==> src/hdl/gdbt_pkg.sv <==
// Register map, field layout and reset values of the blanking and turn-off delay bank.
// Assumes a register-access front end that hands over decoded 16-bit words.
package gdbt_pkg;
    // ----------------------------------------
    // Register offsets
    // ----------------------------------------
    localparam logic [7:0] GDBT_DESATURATION_SUPERVISION_OFS = 8'h18;
    localparam logic [7:0] GDBT_OCP_OFS = 8'h19;
    localparam logic [7:0] GDBT_RTOFF_OFS = 8'h1a;
    // ----------------------------------------
    // Field layout
    // ----------------------------------------
    localparam int GDBT_CNT_HI = 15;
    localparam int GDBT_CNT_LO = 8;
    localparam int GDBT_LFR_BIT = 1;
    localparam int GDBT_PAR_BIT = 0;
    // ----------------------------------------
    // Reset values
    // ----------------------------------------
    localparam logic [15:0] GDBT_DESATURATION_SUPERVISION_RST = 16'h2000;
    localparam logic [15:0] GDBT_OCP_RST = 16'h0001;
    localparam logic [15:0] GDBT_RTOFF_RST = 16'h0001;
    // ----------------------------------------
    // Field value limits
    // ----------------------------------------
    localparam logic [7:0] GDBT_ZERO8 = 8'h00;
    localparam logic [7:0] GDBT_ONE8 = 8'h01;
    localparam logic [7:0] GDBT_DESATURATION_SUPERVISION_MIN = 8'h0a;
    localparam logic [7:0] GDBT_OCP_MAX = 8'h2f;
    localparam logic [7:0] GDBT_RTOFF_MIN = 8'h02;
endpackage : gdbt_pkg

==> src/hdl/gdbt_timer.sv <==
// One blanking or delay timer counting on a secondary oscillator enable.
// Assumes start is a one-cycle pulse from the switching event detector.
`timescale 1ns/10ps
module gdbt_timer
    import gdbt_pkg::*;
#(
    parameter int W = 8
)
(
    input wire logic clk,
    input wire logic rst,
    input wire logic tick,
    input wire logic start,
    input wire logic [W-1:0] count,
    output logic active
);
    typedef struct packed
    {
        logic [W-1:0] cnt;
        logic act;
    } gdbt_tmr_s;

    gdbt_tmr_s st_reg;
    gdbt_tmr_s st_next;

    initial
    begin
        if (W < 1)
        begin
            $error("gdbt_timer width too small");
        end
    end

    always_comb
    begin
        st_next = st_reg;
        if (start)
        begin
            st_next.cnt = count;
            st_next.act = (count != '0);
        end
        else if (st_reg.act && tick)
        begin
            st_next.cnt = st_reg.cnt - W'(1);
            if (st_reg.cnt == W'(1))
            begin
                st_next.act = 1'b0;
            end
        end
    end

    always_ff @(posedge clk)
    begin
        if (rst)
        begin
            st_reg <= '0;
        end
        else
        begin
            st_reg <= st_next;
        end
    end

    assign active = st_reg.act;
endmodule : gdbt_timer

==> src/hdl/gdbt_bank.sv <==
// Desaturation and overcurrent blanking and regular turn-off delay registers and timers.
// Assumes the SPI front end on SYS_CLK delivers a decoded word access and frame verdict.
//
// Functional notes
// - Desaturation_supervision blanking length from bits 15:8
// - Overcurrent blanking length from bits 15:8
// - Zero overcurrent field disables blanking generation
// - Turn-off delay from bits 15:8
// - Zero delay field disables two-level turn-off
// - Bit 1 flags last frame rejected
// - Bit 0 is odd parity of word
`timescale 1ns/10ps
module gdbt_bank
    import gdbt_pkg::*;
#(
    parameter int OSC_DIV = 2,
    parameter int SYNC_DIV = 2
)
(
    // Clock and reset
    input wire logic SYS_CLK,
    input wire logic RST,
    // Register access from frame decoder
    input wire logic REG_WR,
    input wire logic REG_RD,
    input wire logic [7:0] REG_ADDR,
    input wire logic [15:0] REG_WDATA,
    input wire logic FRAME_DONE,
    input wire logic FRAME_BAD,
    output logic [15:0] REG_RDATA,
    output logic REG_RVALID,
    // Switching events and comparator pins
    input wire logic SWITCH_EVT,
    input wire logic OFF_EVT,
    input wire logic DESATURATION_SUPERVISION_CMP,
    input wire logic OCP_CMP,
    // Qualified outputs
    output logic DESATURATION_SUPERVISION_FAULT,
    output logic OCP_FAULT,
    output logic OCP_BLANK_ON,
    output logic TWO_LEVEL_TURN_OFF_ON,
    output logic TWO_LEVEL_TURN_OFF_ACTIVE
);
    typedef struct packed
    {
        logic [7:0] desaturation_supervision_blank_count;
        logic [7:0] overcurrent_blank_count;
        logic [7:0] regular_off_delay_count;
        logic last_frame_rejected;
        logic [15:0] rdata;
        logic rvalid;
        logic [7:0] osc_div;
        logic [7:0] sync_div;
        logic [1:0] desaturation_supervision_sync;
        logic [1:0] ocp_sync;
        logic desaturation_supervision_fault;
        logic ocp_fault;
        logic ocp_on;
        logic two_level_turn_off_on;
        logic two_level_turn_off_out;
    } gdbt_bank_s;

    gdbt_bank_s st_reg;
    gdbt_bank_s st_next;
    logic osc_tick;
    logic sync_tick;
    logic desaturation_supervision_blank;
    logic ocp_blank;
    logic two_level_turn_off_act;

    initial
    begin
        if (OSC_DIV < 1 || OSC_DIV > 256 || SYNC_DIV < 1 || SYNC_DIV > 256)
        begin
            $error("gdbt_bank divider out of range");
        end
    end

    // ----------------------------------------
    // Read word assembly
    // ----------------------------------------
    function automatic logic [15:0] gdbt_word(input logic [7:0] cnt, input logic lfr);
        logic [15:0] w;
        w = '0;
        w[GDBT_CNT_HI:GDBT_CNT_LO] = cnt;
        w[GDBT_LFR_BIT] = lfr;
        w[GDBT_PAR_BIT] = ~(^w[GDBT_CNT_HI:GDBT_LFR_BIT]);
        return w;
    endfunction : gdbt_word

    assign osc_tick = (st_reg.osc_div == 8'(OSC_DIV - 1));
    assign sync_tick = (st_reg.sync_div == 8'(SYNC_DIV - 1));

    // ----------------------------------------
    // Next state
    // ----------------------------------------
    always_comb
    begin
        st_next = st_reg;
        st_next.rvalid = 1'b0;
        st_next.osc_div = osc_tick ? 8'h00 : st_reg.osc_div + 8'h01;
        st_next.sync_div = sync_tick ? 8'h00 : st_reg.sync_div + 8'h01;
        st_next.desaturation_supervision_sync = {st_reg.desaturation_supervision_sync[0], DESATURATION_SUPERVISION_CMP};
        st_next.ocp_sync = {st_reg.ocp_sync[0], OCP_CMP};
        if (REG_WR && !FRAME_BAD)
        begin
            case (REG_ADDR)
                GDBT_DESATURATION_SUPERVISION_OFS:
                begin
                    st_next.desaturation_supervision_blank_count = REG_WDATA[GDBT_CNT_HI:GDBT_CNT_LO];
                end
                GDBT_OCP_OFS:
                begin
                    st_next.overcurrent_blank_count = REG_WDATA[GDBT_CNT_HI:GDBT_CNT_LO];
                end
                GDBT_RTOFF_OFS:
                begin
                    st_next.regular_off_delay_count = REG_WDATA[GDBT_CNT_HI:GDBT_CNT_LO];
                end
                default:
                begin
                end
            endcase
        end
        if (FRAME_DONE)
        begin
            st_next.last_frame_rejected = FRAME_BAD;
        end
        if (REG_RD)
        begin
            st_next.rvalid = 1'b1;
            case (REG_ADDR)
                GDBT_DESATURATION_SUPERVISION_OFS:
                    st_next.rdata = gdbt_word(st_reg.desaturation_supervision_blank_count, st_reg.last_frame_rejected);
                GDBT_OCP_OFS:
                    st_next.rdata = gdbt_word(st_reg.overcurrent_blank_count,
                        st_reg.last_frame_rejected);
                GDBT_RTOFF_OFS:
                    st_next.rdata = gdbt_word(st_reg.regular_off_delay_count,
                        st_reg.last_frame_rejected);
                default:
                    st_next.rdata = gdbt_word(GDBT_ZERO8, st_reg.last_frame_rejected);
            endcase
        end
        st_next.desaturation_supervision_fault = st_reg.desaturation_supervision_sync[1] && !desaturation_supervision_blank;
        st_next.ocp_fault = st_reg.ocp_sync[1] && !ocp_blank;
        st_next.ocp_on = (st_reg.overcurrent_blank_count != GDBT_ZERO8);
        st_next.two_level_turn_off_on = (st_reg.regular_off_delay_count != GDBT_ZERO8);
        st_next.two_level_turn_off_out = two_level_turn_off_act;
    end

    always_ff @(posedge SYS_CLK)
    begin
        if (RST)
        begin
            st_reg <= '0;
            st_reg.desaturation_supervision_blank_count <= GDBT_DESATURATION_SUPERVISION_RST[GDBT_CNT_HI:GDBT_CNT_LO];
            st_reg.overcurrent_blank_count <= GDBT_OCP_RST[GDBT_CNT_HI:GDBT_CNT_LO];
            st_reg.regular_off_delay_count <= GDBT_RTOFF_RST[GDBT_CNT_HI:GDBT_CNT_LO];
        end
        else
        begin
            st_reg <= st_next;
        end
    end

    // ----------------------------------------
    // Timers
    // ----------------------------------------
    gdbt_timer #(.W(8)) u_desaturation_supervision
    (
        .clk(SYS_CLK),
        .rst(RST),
        .tick(osc_tick),
        .start(SWITCH_EVT),
        .count(st_reg.desaturation_supervision_blank_count),
        .active(desaturation_supervision_blank)
    );

    gdbt_timer #(.W(8)) u_ocp
    (
        .clk(SYS_CLK),
        .rst(RST),
        .tick(osc_tick),
        .start(SWITCH_EVT),
        .count(st_reg.overcurrent_blank_count),
        .active(ocp_blank)
    );

    gdbt_timer #(.W(8)) u_two_level_turn_off
    (
        .clk(SYS_CLK),
        .rst(RST),
        .tick(sync_tick),
        .start(OFF_EVT),
        .count(st_reg.regular_off_delay_count),
        .active(two_level_turn_off_act)
    );

    // ----------------------------------------
    // Outputs
    // ----------------------------------------
    assign REG_RDATA = st_reg.rdata;
    assign REG_RVALID = st_reg.rvalid;
    assign DESATURATION_SUPERVISION_FAULT = st_reg.desaturation_supervision_fault;
    assign OCP_FAULT = st_reg.ocp_fault;
    assign OCP_BLANK_ON = st_reg.ocp_on;
    assign TWO_LEVEL_TURN_OFF_ON = st_reg.two_level_turn_off_on;
    assign TWO_LEVEL_TURN_OFF_ACTIVE = st_reg.two_level_turn_off_out;

    // ----------------------------------------
    // Assertions
    // ----------------------------------------
    property p_parity;
        @(posedge SYS_CLK) disable iff (RST) REG_RVALID |-> (^REG_RDATA == 1'b1);
    endproperty
    a_parity: assert property (p_parity) else $error("even parity on read word");

    property p_reserved;
        @(posedge SYS_CLK) disable iff (RST)
            REG_RVALID |-> (REG_RDATA[GDBT_CNT_LO-1:GDBT_LFR_BIT+1] == '0);
    endproperty
    a_reserved: assert property (p_reserved) else $error("reserved bits nonzero");

    property p_lfr;
        @(posedge SYS_CLK) disable iff (RST)
            (FRAME_DONE && FRAME_BAD) ##1 !FRAME_DONE ##1 REG_RD |=> REG_RDATA[GDBT_LFR_BIT];
    endproperty
    a_lfr: assert property (p_lfr) else $error("rejected frame not flagged");

    property p_desaturation_supervision_wr;
        @(posedge SYS_CLK) disable iff (RST)
            (REG_WR && !FRAME_BAD && REG_ADDR == GDBT_DESATURATION_SUPERVISION_OFS)
            |=> (st_reg.desaturation_supervision_blank_count == $past(REG_WDATA[GDBT_CNT_HI:GDBT_CNT_LO]));
    endproperty
    a_desaturation_supervision_wr: assert property (p_desaturation_supervision_wr) else $error("desaturation_supervision count not stored");

    property p_ocp_wr;
        @(posedge SYS_CLK) disable iff (RST)
            (REG_WR && !FRAME_BAD && REG_ADDR == GDBT_OCP_OFS)
            |=> (st_reg.overcurrent_blank_count == $past(REG_WDATA[GDBT_CNT_HI:GDBT_CNT_LO]));
    endproperty
    a_ocp_wr: assert property (p_ocp_wr) else $error("ocp count not stored");

    property p_rtoff_wr;
        @(posedge SYS_CLK) disable iff (RST)
            (REG_WR && !FRAME_BAD && REG_ADDR == GDBT_RTOFF_OFS)
            |=> (st_reg.regular_off_delay_count == $past(REG_WDATA[GDBT_CNT_HI:GDBT_CNT_LO]));
    endproperty
    a_rtoff_wr: assert property (p_rtoff_wr) else $error("delay count not stored");

    property p_ocp_off;
        @(posedge SYS_CLK) disable iff (RST)
            (st_reg.overcurrent_blank_count == GDBT_ZERO8 && SWITCH_EVT) |=> !ocp_blank;
    endproperty
    a_ocp_off: assert property (p_ocp_off) else $error("ocp blanking with zero field");

    property p_two_level_turn_off_off;
        @(posedge SYS_CLK) disable iff (RST)
            (st_reg.regular_off_delay_count == GDBT_ZERO8 && OFF_EVT) |=> ##1 !TWO_LEVEL_TURN_OFF_ACTIVE;
    endproperty
    a_two_level_turn_off_off: assert property (p_two_level_turn_off_off) else $error("two_level_turn_off with zero field");

    property p_blank;
        @(posedge SYS_CLK) disable iff (RST) desaturation_supervision_blank |=> !DESATURATION_SUPERVISION_FAULT;
    endproperty
    a_blank: assert property (p_blank) else $error("desaturation_supervision fault during blanking");

    c_desaturation_supervision_fault: cover property (@(posedge SYS_CLK) disable iff (RST) $rose(DESATURATION_SUPERVISION_FAULT));
    c_two_level_turn_off: cover property (@(posedge SYS_CLK) disable iff (RST) $fell(TWO_LEVEL_TURN_OFF_ACTIVE));
    c_bad: cover property (@(posedge SYS_CLK) disable iff (RST) FRAME_DONE && FRAME_BAD);
endmodule : gdbt_bank

==> config.mk <==
export PLATFORM = sky130hd
export DESIGN_NAME = gdbt_bank
export DESIGN_NICKNAME = d
export VERILOG_FILES = /design/src/hdl/gdbt_pkg.sv /design/src/hdl/gdbt_timer.sv /design/src/hdl/gdbt_bank.sv
export SDC_FILE = /design/constraint.sdc
export NUM_CORES = 1
export LEC_CHECK = 0
export BUFFER_PORTS_ARGS = -buffer_cell sky130_fd_sc_hd__clkbuf_2
export CAP_MARGIN = 30
export CELL_PAD_IN_SITES_DETAIL_PLACEMENT = 0
export CELL_PAD_IN_SITES_GLOBAL_PLACEMENT = 1
export CORE_ASPECT_RATIO = 1.5
export CORE_MARGIN = 3
export CORE_UTILIZATION = 47
export CTS_CLUSTER_SIZE = 12
export DETAILED_ROUTE_END_ITERATION = 16
export PLACE_DENSITY_LB_ADDON = 0.1
export SYNTH_ARGS = -nofsm -noshare
export SYNTH_HDL_FRONTEND = slang
export SYNTH_SLANG_ARGS = --single-unit
==> constraint.sdc <==
create_clock -name SYS_CLK -period 4 [get_ports SYS_CLK]
set_clock_uncertainty 0.1 [all_clocks]
set_input_delay 0.2 -clock SYS_CLK [delete_from_list [all_inputs] [get_ports SYS_CLK]]
set_output_delay 0.2 -clock SYS_CLK [all_outputs]
set_load 0.02 [all_outputs]
==> qor.yml, run 1 <==
slowest_stage: "nor3b_2"
synthMuxAreaShare_pct: 6.017
design.core.area_mm2: 0.008881
setup-violations-final: 0
cts_buffer_depth: 2
holdPathEnd: "st_reg[42]"
drive_above_1_share_pct: 13.53
critPathMaxFanout: 8
synth.cell_area_mm2: 0.004325
synth-adder-area-share_pct: 2.893
finalNetCount: 552
pwr-share-clk_pct: 41.0
reg2reg_from: "st_reg[17]"
hold_viol: 0
cts_tree: "done"
power.leakage_nw: 1.981
peakVddDrop_v: 0.0002339
timing.final.crit_period_ns: 2.273
synth_top_family_by_area: "simple AND/OR/NAND/NOR gates"
syn-mean-instance-area_um2: 8.974
cts-resized-gates: 0
syn_inst: 482
path_delay_family: "simple AND/OR/NAND/NOR gates"
avgViaCountPerCell: 5.361
synthFlopType: "dfxtp_1"
max_stage_delay_ns: 0.61
vias: 3324
antenna_left: 0
synthDistinctLibCells: 48
post_cts_buffers: 0
synth_warnings: 0
fin_util_pct: 53.99
port_buffers: 41
final_cell_mix: "dfxtp_1 (88), nor2_1 (61), nand2_1 (44), clkbuf_2 (41), xnor2_1 (34)"
critical_path_class: "reg2reg"
detailed_place_hpwl_um: 7164
fp-row-count: 42
fmax_mhz: 440.0
drv_slew: 0
status: "finished, final reports clean"
clockRootBuffer: "clkbuf_16"
hold_class: "in2reg"
switching_power_w: 0.0004364
tightest_slew_ns: 0.7718
grt_pass1_vias: 3430
postCtsHoldBufs: 2
crit_buf_inv: 0
synth_edf_count: 0
rsz0062_at_grt: "no"
grt_max_degree: 36
synth-simple-area-share_pct: 23.26
synth_compound_area_share_pct: 9.488
p_seq_share_pct: 50.2
clk_latency_ns: 0.33
final_common_cell: "dfxtp_1"
finalInstanceArea_mm2: 0.004795
p_int_w: 0.001406
routedWlPerCell_um: 15.74
grt_usage_pct: 19.85
ys_async_sr_fraction_pct: 0
power_density_mw_per_mm2: 384.3
place_area_mm2: 0.004513
grt.overflow.total: 0
htree_levels: 3
clk_pin_slew_ns: 0.06
antenna_found_initial: 0
crit_chain: "ha_1 -> nor3b_2 -> nand3_4 -> nor4_1 -> xnor2_1 -> a211oi_1"
die_w_um: 84.33
cp-end-kind: "register"
grt_pass1_wl_um: 16240
drc: 0
area_growth_pct: 10.85
clock_sinks: 88
wl_um: 9760
ios: 56
numCtsBuffers: 9
switching_share_pct: 23.68
comb_power_share_pct: 8.8
hold_start: "FRAME_BAD"
drt_iter0_drc: 71
synthXorXnorAreaFrac_pct: 11.69
max-slew-margin-rel_pct: 48.49
arrival_ns: 2.42
timing.rr.end: "u_ocp.st_reg[6]"
r2r_setup_slack_ns: 1.73
gp_congestion: 0.8130
die_area_mm2: 0.01041
whs_path_depth: 3
fillers: 857
initial_utilization_pct: 48.70
timing.final.crit_share_pct: 56.81
cp-start-kind: "register"
required_ns: 4.15
antenna_cells: 0
tns_ns: 0
dr.pass1.iters: 4
max_cap_violations: 0
die_y_um: 123.5
largest_reg_flops: 43
ys_ff_latch: 88
ff2ff_path_depth: 6
ys_seq_area_share_pct: 40.73
-- worst min-delay path, stage by stage --
cell and delay [ns]:
clkbuf_2 0.09, mux2i_1 0.06, nor2_1 0.07
-- metrics by stage --
step	hold WS (ns)	power [W]	setup WS [ns]	std cells
6_report	0.01503	0.001843	1.727	620
5_1_grt	0.04957	0.001920	1.491	620
4_1_cts	0.006246	0.001868	1.687	620
3_5_place_dp	0.3207	0.001106	1.658	605
3_3_place_gp	0.3103	0.001103	1.681	605
2_1_floorplan	0.2282	0.001061	2.050	487
-- synth_stat cells, types with 2 or more instances --
| master | count | area [um^2] |
|---|---|---|
| a211oi_1 | 14 | 105.1 |
| a21oi_1 | 22 | 110.1 |
| a22oi_1 | 8 | 60.06 |
| a311oi_1 | 2 | 17.52 |
| a31oi_1 | 2 | 12.51 |
| and2_1 | 2 | 12.51 |
| and3_1 | 4 | 25.02 |
| buf_4 | 16 | 120.1 |
| clkbuf_1 | 18 | 67.56 |
| dfxtp_1 | 88 | 1762 |
| ha_1 | 10 | 125.1 |
| inv_1 | 14 | 52.55 |
| mux2i_1 | 26 | 260.3 |
| nand2_1 | 44 | 165.2 |
| nand2b_1 | 4 | 25.02 |
| nand3_1 | 21 | 105.1 |
| nand3_4 | 2 | 35.03 |
| nand4_1 | 5 | 31.28 |
| nor2_1 | 61 | 229.0 |
| nor2b_1 | 6 | 37.54 |
| nor3_1 | 3 | 15.01 |
| nor3b_1 | 2 | 15.01 |
| nor4_1 | 13 | 81.33 |
| nor4_2 | 4 | 50.05 |
| nor4b_2 | 4 | 60.06 |
| o211ai_1 | 2 | 15.01 |
| o21ai_0 | 11 | 55.05 |
| or3_1 | 4 | 25.02 |
| xnor2_1 | 34 | 297.8 |
| xnor3_1 | 3 | 67.56 |
| xor2_1 | 16 | 140.1 |
-- area by class of cell --
type                    count  area [um^2]  area share [%]
multi-input cells         348         2330           48.59
flip-flops and latches     88         1762           36.74
clock buffers              12        256.5           5.350
repair buffers             46        247.7           5.167
well taps                 110        137.6           2.871
inverters                  15        56.30           1.174
clock inverters             1        5.005          0.1044
-- kinds of logic (layout without fill, tap and decap cells) --
group | after synthesis | after routing
buf+inv | 51 | 74
xor+xnor | 53 | 53
flops | 88 | 88
mux | 26 | 26
other cells | 1 | 6
simple gates | 188 | 188
compound gates | 65 | 65
fa+ha+maj | 10 | 10
-- per-layer routing --
layer / routed length, um / GRT usage (%) / up-vias
li1: - / - / 1694
met1: 4066 / 22.17 / 1552
met2: 5086 / 35.87 / 61
met3: 337 / 3.267 / 17
met4: 269 / 10.79 / 0
met5: 0 / 0 / -
-- power groups by stage --
stage	clock network [W]	registers, W	logic [W]
floorplan	0	0.000938	0.000123
global placement	0	0.000943	0.000160
detailed placement	0	0.000944	0.000162
CTS	0.000779	0.000925	0.000164
global route	0.000811	0.000928	0.000181
finish	0.000756	0.000925	0.000162
-- how the worst max path moves through the flow --
stage	from	cells after the start	end
floorplan	st_reg[17]	6	u_ocp.st_reg[8]
global placement	REG_ADDR[2]	6	st_reg[57]
detailed placement	REG_ADDR[2]	6	st_reg[53]
CTS	st_reg[17]	6	u_ocp.st_reg[6]
global route	st_reg[17]	6	u_ocp.st_reg[8]
finish	st_reg[17]	6	u_ocp.st_reg[6]
(Power assumes the default switching activity.)
==> run 2: changes to the inputs <==
--- a/config.mk
+++ b/config.mk
@@ -5,13 +5,14 @@
 export SDC_FILE = /design/constraint.sdc
 export NUM_CORES = 1
 export LEC_CHECK = 0
+export ABC_AREA = 1
 export BUFFER_PORTS_ARGS = -buffer_cell sky130_fd_sc_hd__clkbuf_2
 export CAP_MARGIN = 30
 export CELL_PAD_IN_SITES_DETAIL_PLACEMENT = 0
 export CELL_PAD_IN_SITES_GLOBAL_PLACEMENT = 1
 export CORE_ASPECT_RATIO = 1.5
 export CORE_MARGIN = 3
-export CORE_UTILIZATION = 47
+export CORE_UTILIZATION = 38
 export CTS_CLUSTER_SIZE = 12
 export DETAILED_ROUTE_END_ITERATION = 16
 export PLACE_DENSITY_LB_ADDON = 0.1
==> constraint.sdc (replaced) <==
create_clock -name SYS_CLK -period 1.8 [get_ports SYS_CLK]
set_clock_uncertainty 0.1 [all_clocks]
set_input_delay 0.09 -clock SYS_CLK [delete_from_list [all_inputs] [get_ports SYS_CLK]]
set_output_delay 0.09 -clock SYS_CLK [all_outputs]
set_load 0.02 [all_outputs]
==> run 2 against run 1 <==
Register-to-register slack worse by 1.6 ns. Wire length is 17% higher. Critical path depth is 5 higher. Synthesized cell count is 35% higher. Combinational power grew to 2.7 times the previous value. Hold slack better by 0.017 ns. Critical path type unchanged. First-iteration DRC count is 120% higher. Sequential cell count stayed put. Highest routed layer unchanged. Cell area is 10% higher.
==> qor.yml, run 2 <==
syn_inst: 651  # +35%
power_density_mw_per_mm2: 824.5  # +110%
critPathMaxFanout: 4  # -4
critical_path_class: "reg2reg"
cp-start-kind: "register"
stdcell_count: 851  # +37%
arrival_ns: 1.85  # -0.57 ns
die_area_mm2: 0.01339  # +29%
htree_levels: 3  # unchanged
fin_ws_ns: 0.1258  # -1.602 ns
r2r_setup_slack_ns: 0.13  # -1.60 ns
rsz0062_at_grt: "yes"
crit_start: "st_reg[18]"
max_stage_delay_ns: 0.33  # -0.28 ns
max-slew-margin-rel_pct: 66.83  # +18 points
synth.cell_area_mm2: 0.004566  # +5.6%
ys_async_sr_fraction_pct: 0  # unchanged
avgViaCountPerCell: 4.934  # -8.0%
peakVddDrop_v: 0.0004290  # +83%
ios: 56  # unchanged
fp-row-count: 48  # +14%
syn-mean-instance-area_um2: 7.013  # -22%
crit_chain: "inv_2 -> ha_4 -> nand4_1 -> nand3b_4 -> nor2_4 -> inv_2 -> nor2_4 -> o21ai_1 -> a21oi_1 -> nor2_1 -> nor2_1"
dr.pass1.iters: 5  # +1
antenna_left: 0  # unchanged
holdPathEnd: "st_reg[52]"
hold_class: "in2reg"
gp_congestion: 0.8226  # +1.2%
cts_buffer_depth: 2  # unchanged
clk_latency_ns: 0.34  # about the same
design.core.area_mm2: 0.01165  # +31%
synthFlopType: "dfxtp_1"
clock_sinks: 88  # unchanged
synth_edf_count: 0  # unchanged
antenna_cells: 0  # unchanged
met1_length_um: 5060  # +24%
drv_slew: 0  # unchanged
max_cap_violations: 0  # unchanged
synthDistinctLibCells: 44  # -8.3%
antenna_found_initial: 0  # unchanged
whs_path_depth: 3  # unchanged
wl_um: 11460  # +17%
dpl.cell_count: 825  # +36%
die_w_um: 95.50  # +13%
synth_common_cells: "nand2_1 (137), dfxtp_1 (88), inv_1 (81), nor2_1 (74), a21oi_1 (54)"
grt_usage_pct: 18.05  # -1.8 points
wl_met3_um: 412  # +22%
port_buffers: 41  # unchanged
drt_iter0_drc: 155  # +120%
fmax_mhz: 597.3  # +36%
cp-end-kind: "register"
timing.final.crit_share_pct: 93.01  # +36 points
largest_reg_flops: 43  # unchanged
timing.final.crit_period_ns: 1.674  # -0.5983 ns
synth_area_leader_cell: "dfxtp_1"
clockRootBuffer: "clkbuf_16"
vias: 4199  # +26%
slowest_stage: "dfxtp_2"
path_delay_family: "simple AND/OR/NAND/NOR gates"
finalNetCount: 740  # +34%
drc: 0  # unchanged
ys_ff_latch: 88  # unchanged
cts_tree: "done"
hold_start: "REG_WDATA[9]"
status: "finished, final reports clean"
reg2reg_from: "st_reg[18]"
dp_slack_ns: 0.1208  # -1.538 ns
grt_pass1_wl_um: 18850  # +16%
setup-violations-final: 0  # unchanged
ff2ff_path_depth: 11  # +5
highest_layer: "met4"
hold_viol: 0  # unchanged
finalPower_w: 0.004356  # +140%
grt.overflow.total: 0  # unchanged
synth_top_area_share_pct: 38.59  # -2.1 points
synth_area_leaders: "dfxtp_1 (39%), nand2_1 (11%), inv_1 (6.7%)"
timing.rr.end: "u_ocp.st_reg[8]"
numCtsBuffers: 9  # unchanged
tightest_slew_ns: 0.4931  # -0.2787 ns
initial_utilization_pct: 39.19  # -9.5 points
ys_seq_area_share_pct: 38.59  # -2.1 points
required_ns: 1.98  # -2.17 ns
crit_buf_inv: 2  # +2
clk_pin_slew_ns: 0.06  # about the same
final_common_cell: "nand2_1"
routedWlPerCell_um: 13.46  # -14%
synth_warnings: 0  # unchanged
detailed_place_hpwl_um: 8733  # +22%
dr_wl_met2_um: 5694  # +12%
drive_above_1_share_pct: 14.84  # +1.3 points
die_y_um: 140.2  # +14%
grt_max_degree: 32  # -11%
grt_pass1_vias: 3919  # +14%
power.leakage_nw: 2.223  # +12%
final_cell_mix: "nand2_1 (137), dfxtp_1 (86), inv_1 (80), nor2_1 (73), a21oi_1 (54)"
area_growth_pct: 15.70
yosysMostFrequentCell: "nand2_1"
whs_ns: 0.03180  # +0.01678 ns
-- run 2: cell count changes in the layout (fill, tap and decap cells not counted), sizes merged, moves of 9 or more --
cell	before	now
xor2	16	3
a211oi	14	0
inv	14	89
a21oi	22	57
buf	3	12
o21ai	11	47
mux2i	26	0
nand2	44	138
xnor2	34	10
nor2	61	81
nor4	18	5
-- run 2: worst min-delay path, delay by kind of cell --
| family | cells | cell delay, ns |
|---|---|---|
| buf+inv | 1 | 0.14 |
| compound gates | 2 | 0.20 |
-- run 2: repair_timing --
action,CTS,global route
hold buffers,9,0
hold endpoints to repair,16,0
setup buffers,0,1
resized for setup,0,8
endpoints found under the setup margin,0,5
-- run 2: how the worst max path moves through the flow --
stage	to	slack, ns	depth (start not counted)
6_report	u_ocp.st_reg[8]	0.13	11
3_5_place_dp	u_two_level_turn_off.st_reg[8]	0.12	8
4_1_cts	u_two_level_turn_off.st_reg[8]	0.1	8
3_3_place_gp	st_reg[23]	0.14	10
5_1_grt	u_ocp.st_reg[8]	-0.01	11
2_1_floorplan	u_desaturation_supervision.st_reg[7]	0.29	9
-- run 2: metal layers --
layer	vias up	global-route usage [%]
li1	2188	-
met2	88	30.60
met5	-	0
met1	1901	22.24
met3	22	3.063
met4	0	7.496
-- run 2: cells by family after synthesis --
family / count (synthesis) / share of synthesized area (%)
simple gates: 278 / 27.13
flops: 88 / 38.59
fa+ha+maj: 10 / 2.740
other cells: 1 / 0.08214
xor+xnor: 13 / 2.494
buf+inv: 124 / 12.03
compound gates: 137 / 16.94
-- run 2: cell type report --
| type | instances | area [um^2] |
|---|---|---|
| Fill cell | 1246 | 6369 |
| Multi-Input combinational cell | 444 | 2298 |
| Sequential cell | 88 | 1764 |
| Timing Repair Buffer | 62 | 385.4 |
| Inverter | 91 | 347.8 |
| Clock buffer | 11 | 242.7 |
| Tap cell | 150 | 187.7 |
| Clock inverter | 5 | 56.30 |
-- run 2: metrics by stage --
step           setup TNS [ns]  util (%)  instance area (um^2)
3_3_place_gp                0     41.70                  4858
2_1_floorplan               0         -                  4584
4_1_cts                     0     45.04                  5248
5_1_grt              -0.01997     45.34                  5283
6_report                    0     45.34                  5283
3_5_place_dp                0     41.70                  4858
-- run 2: where the power goes --
part	internal [W]	switching [W]
clock network	0.00111	0.000777
logic	0.000170	0.000263
registers	0.00200	0.0000391
total	0.00328	0.00108
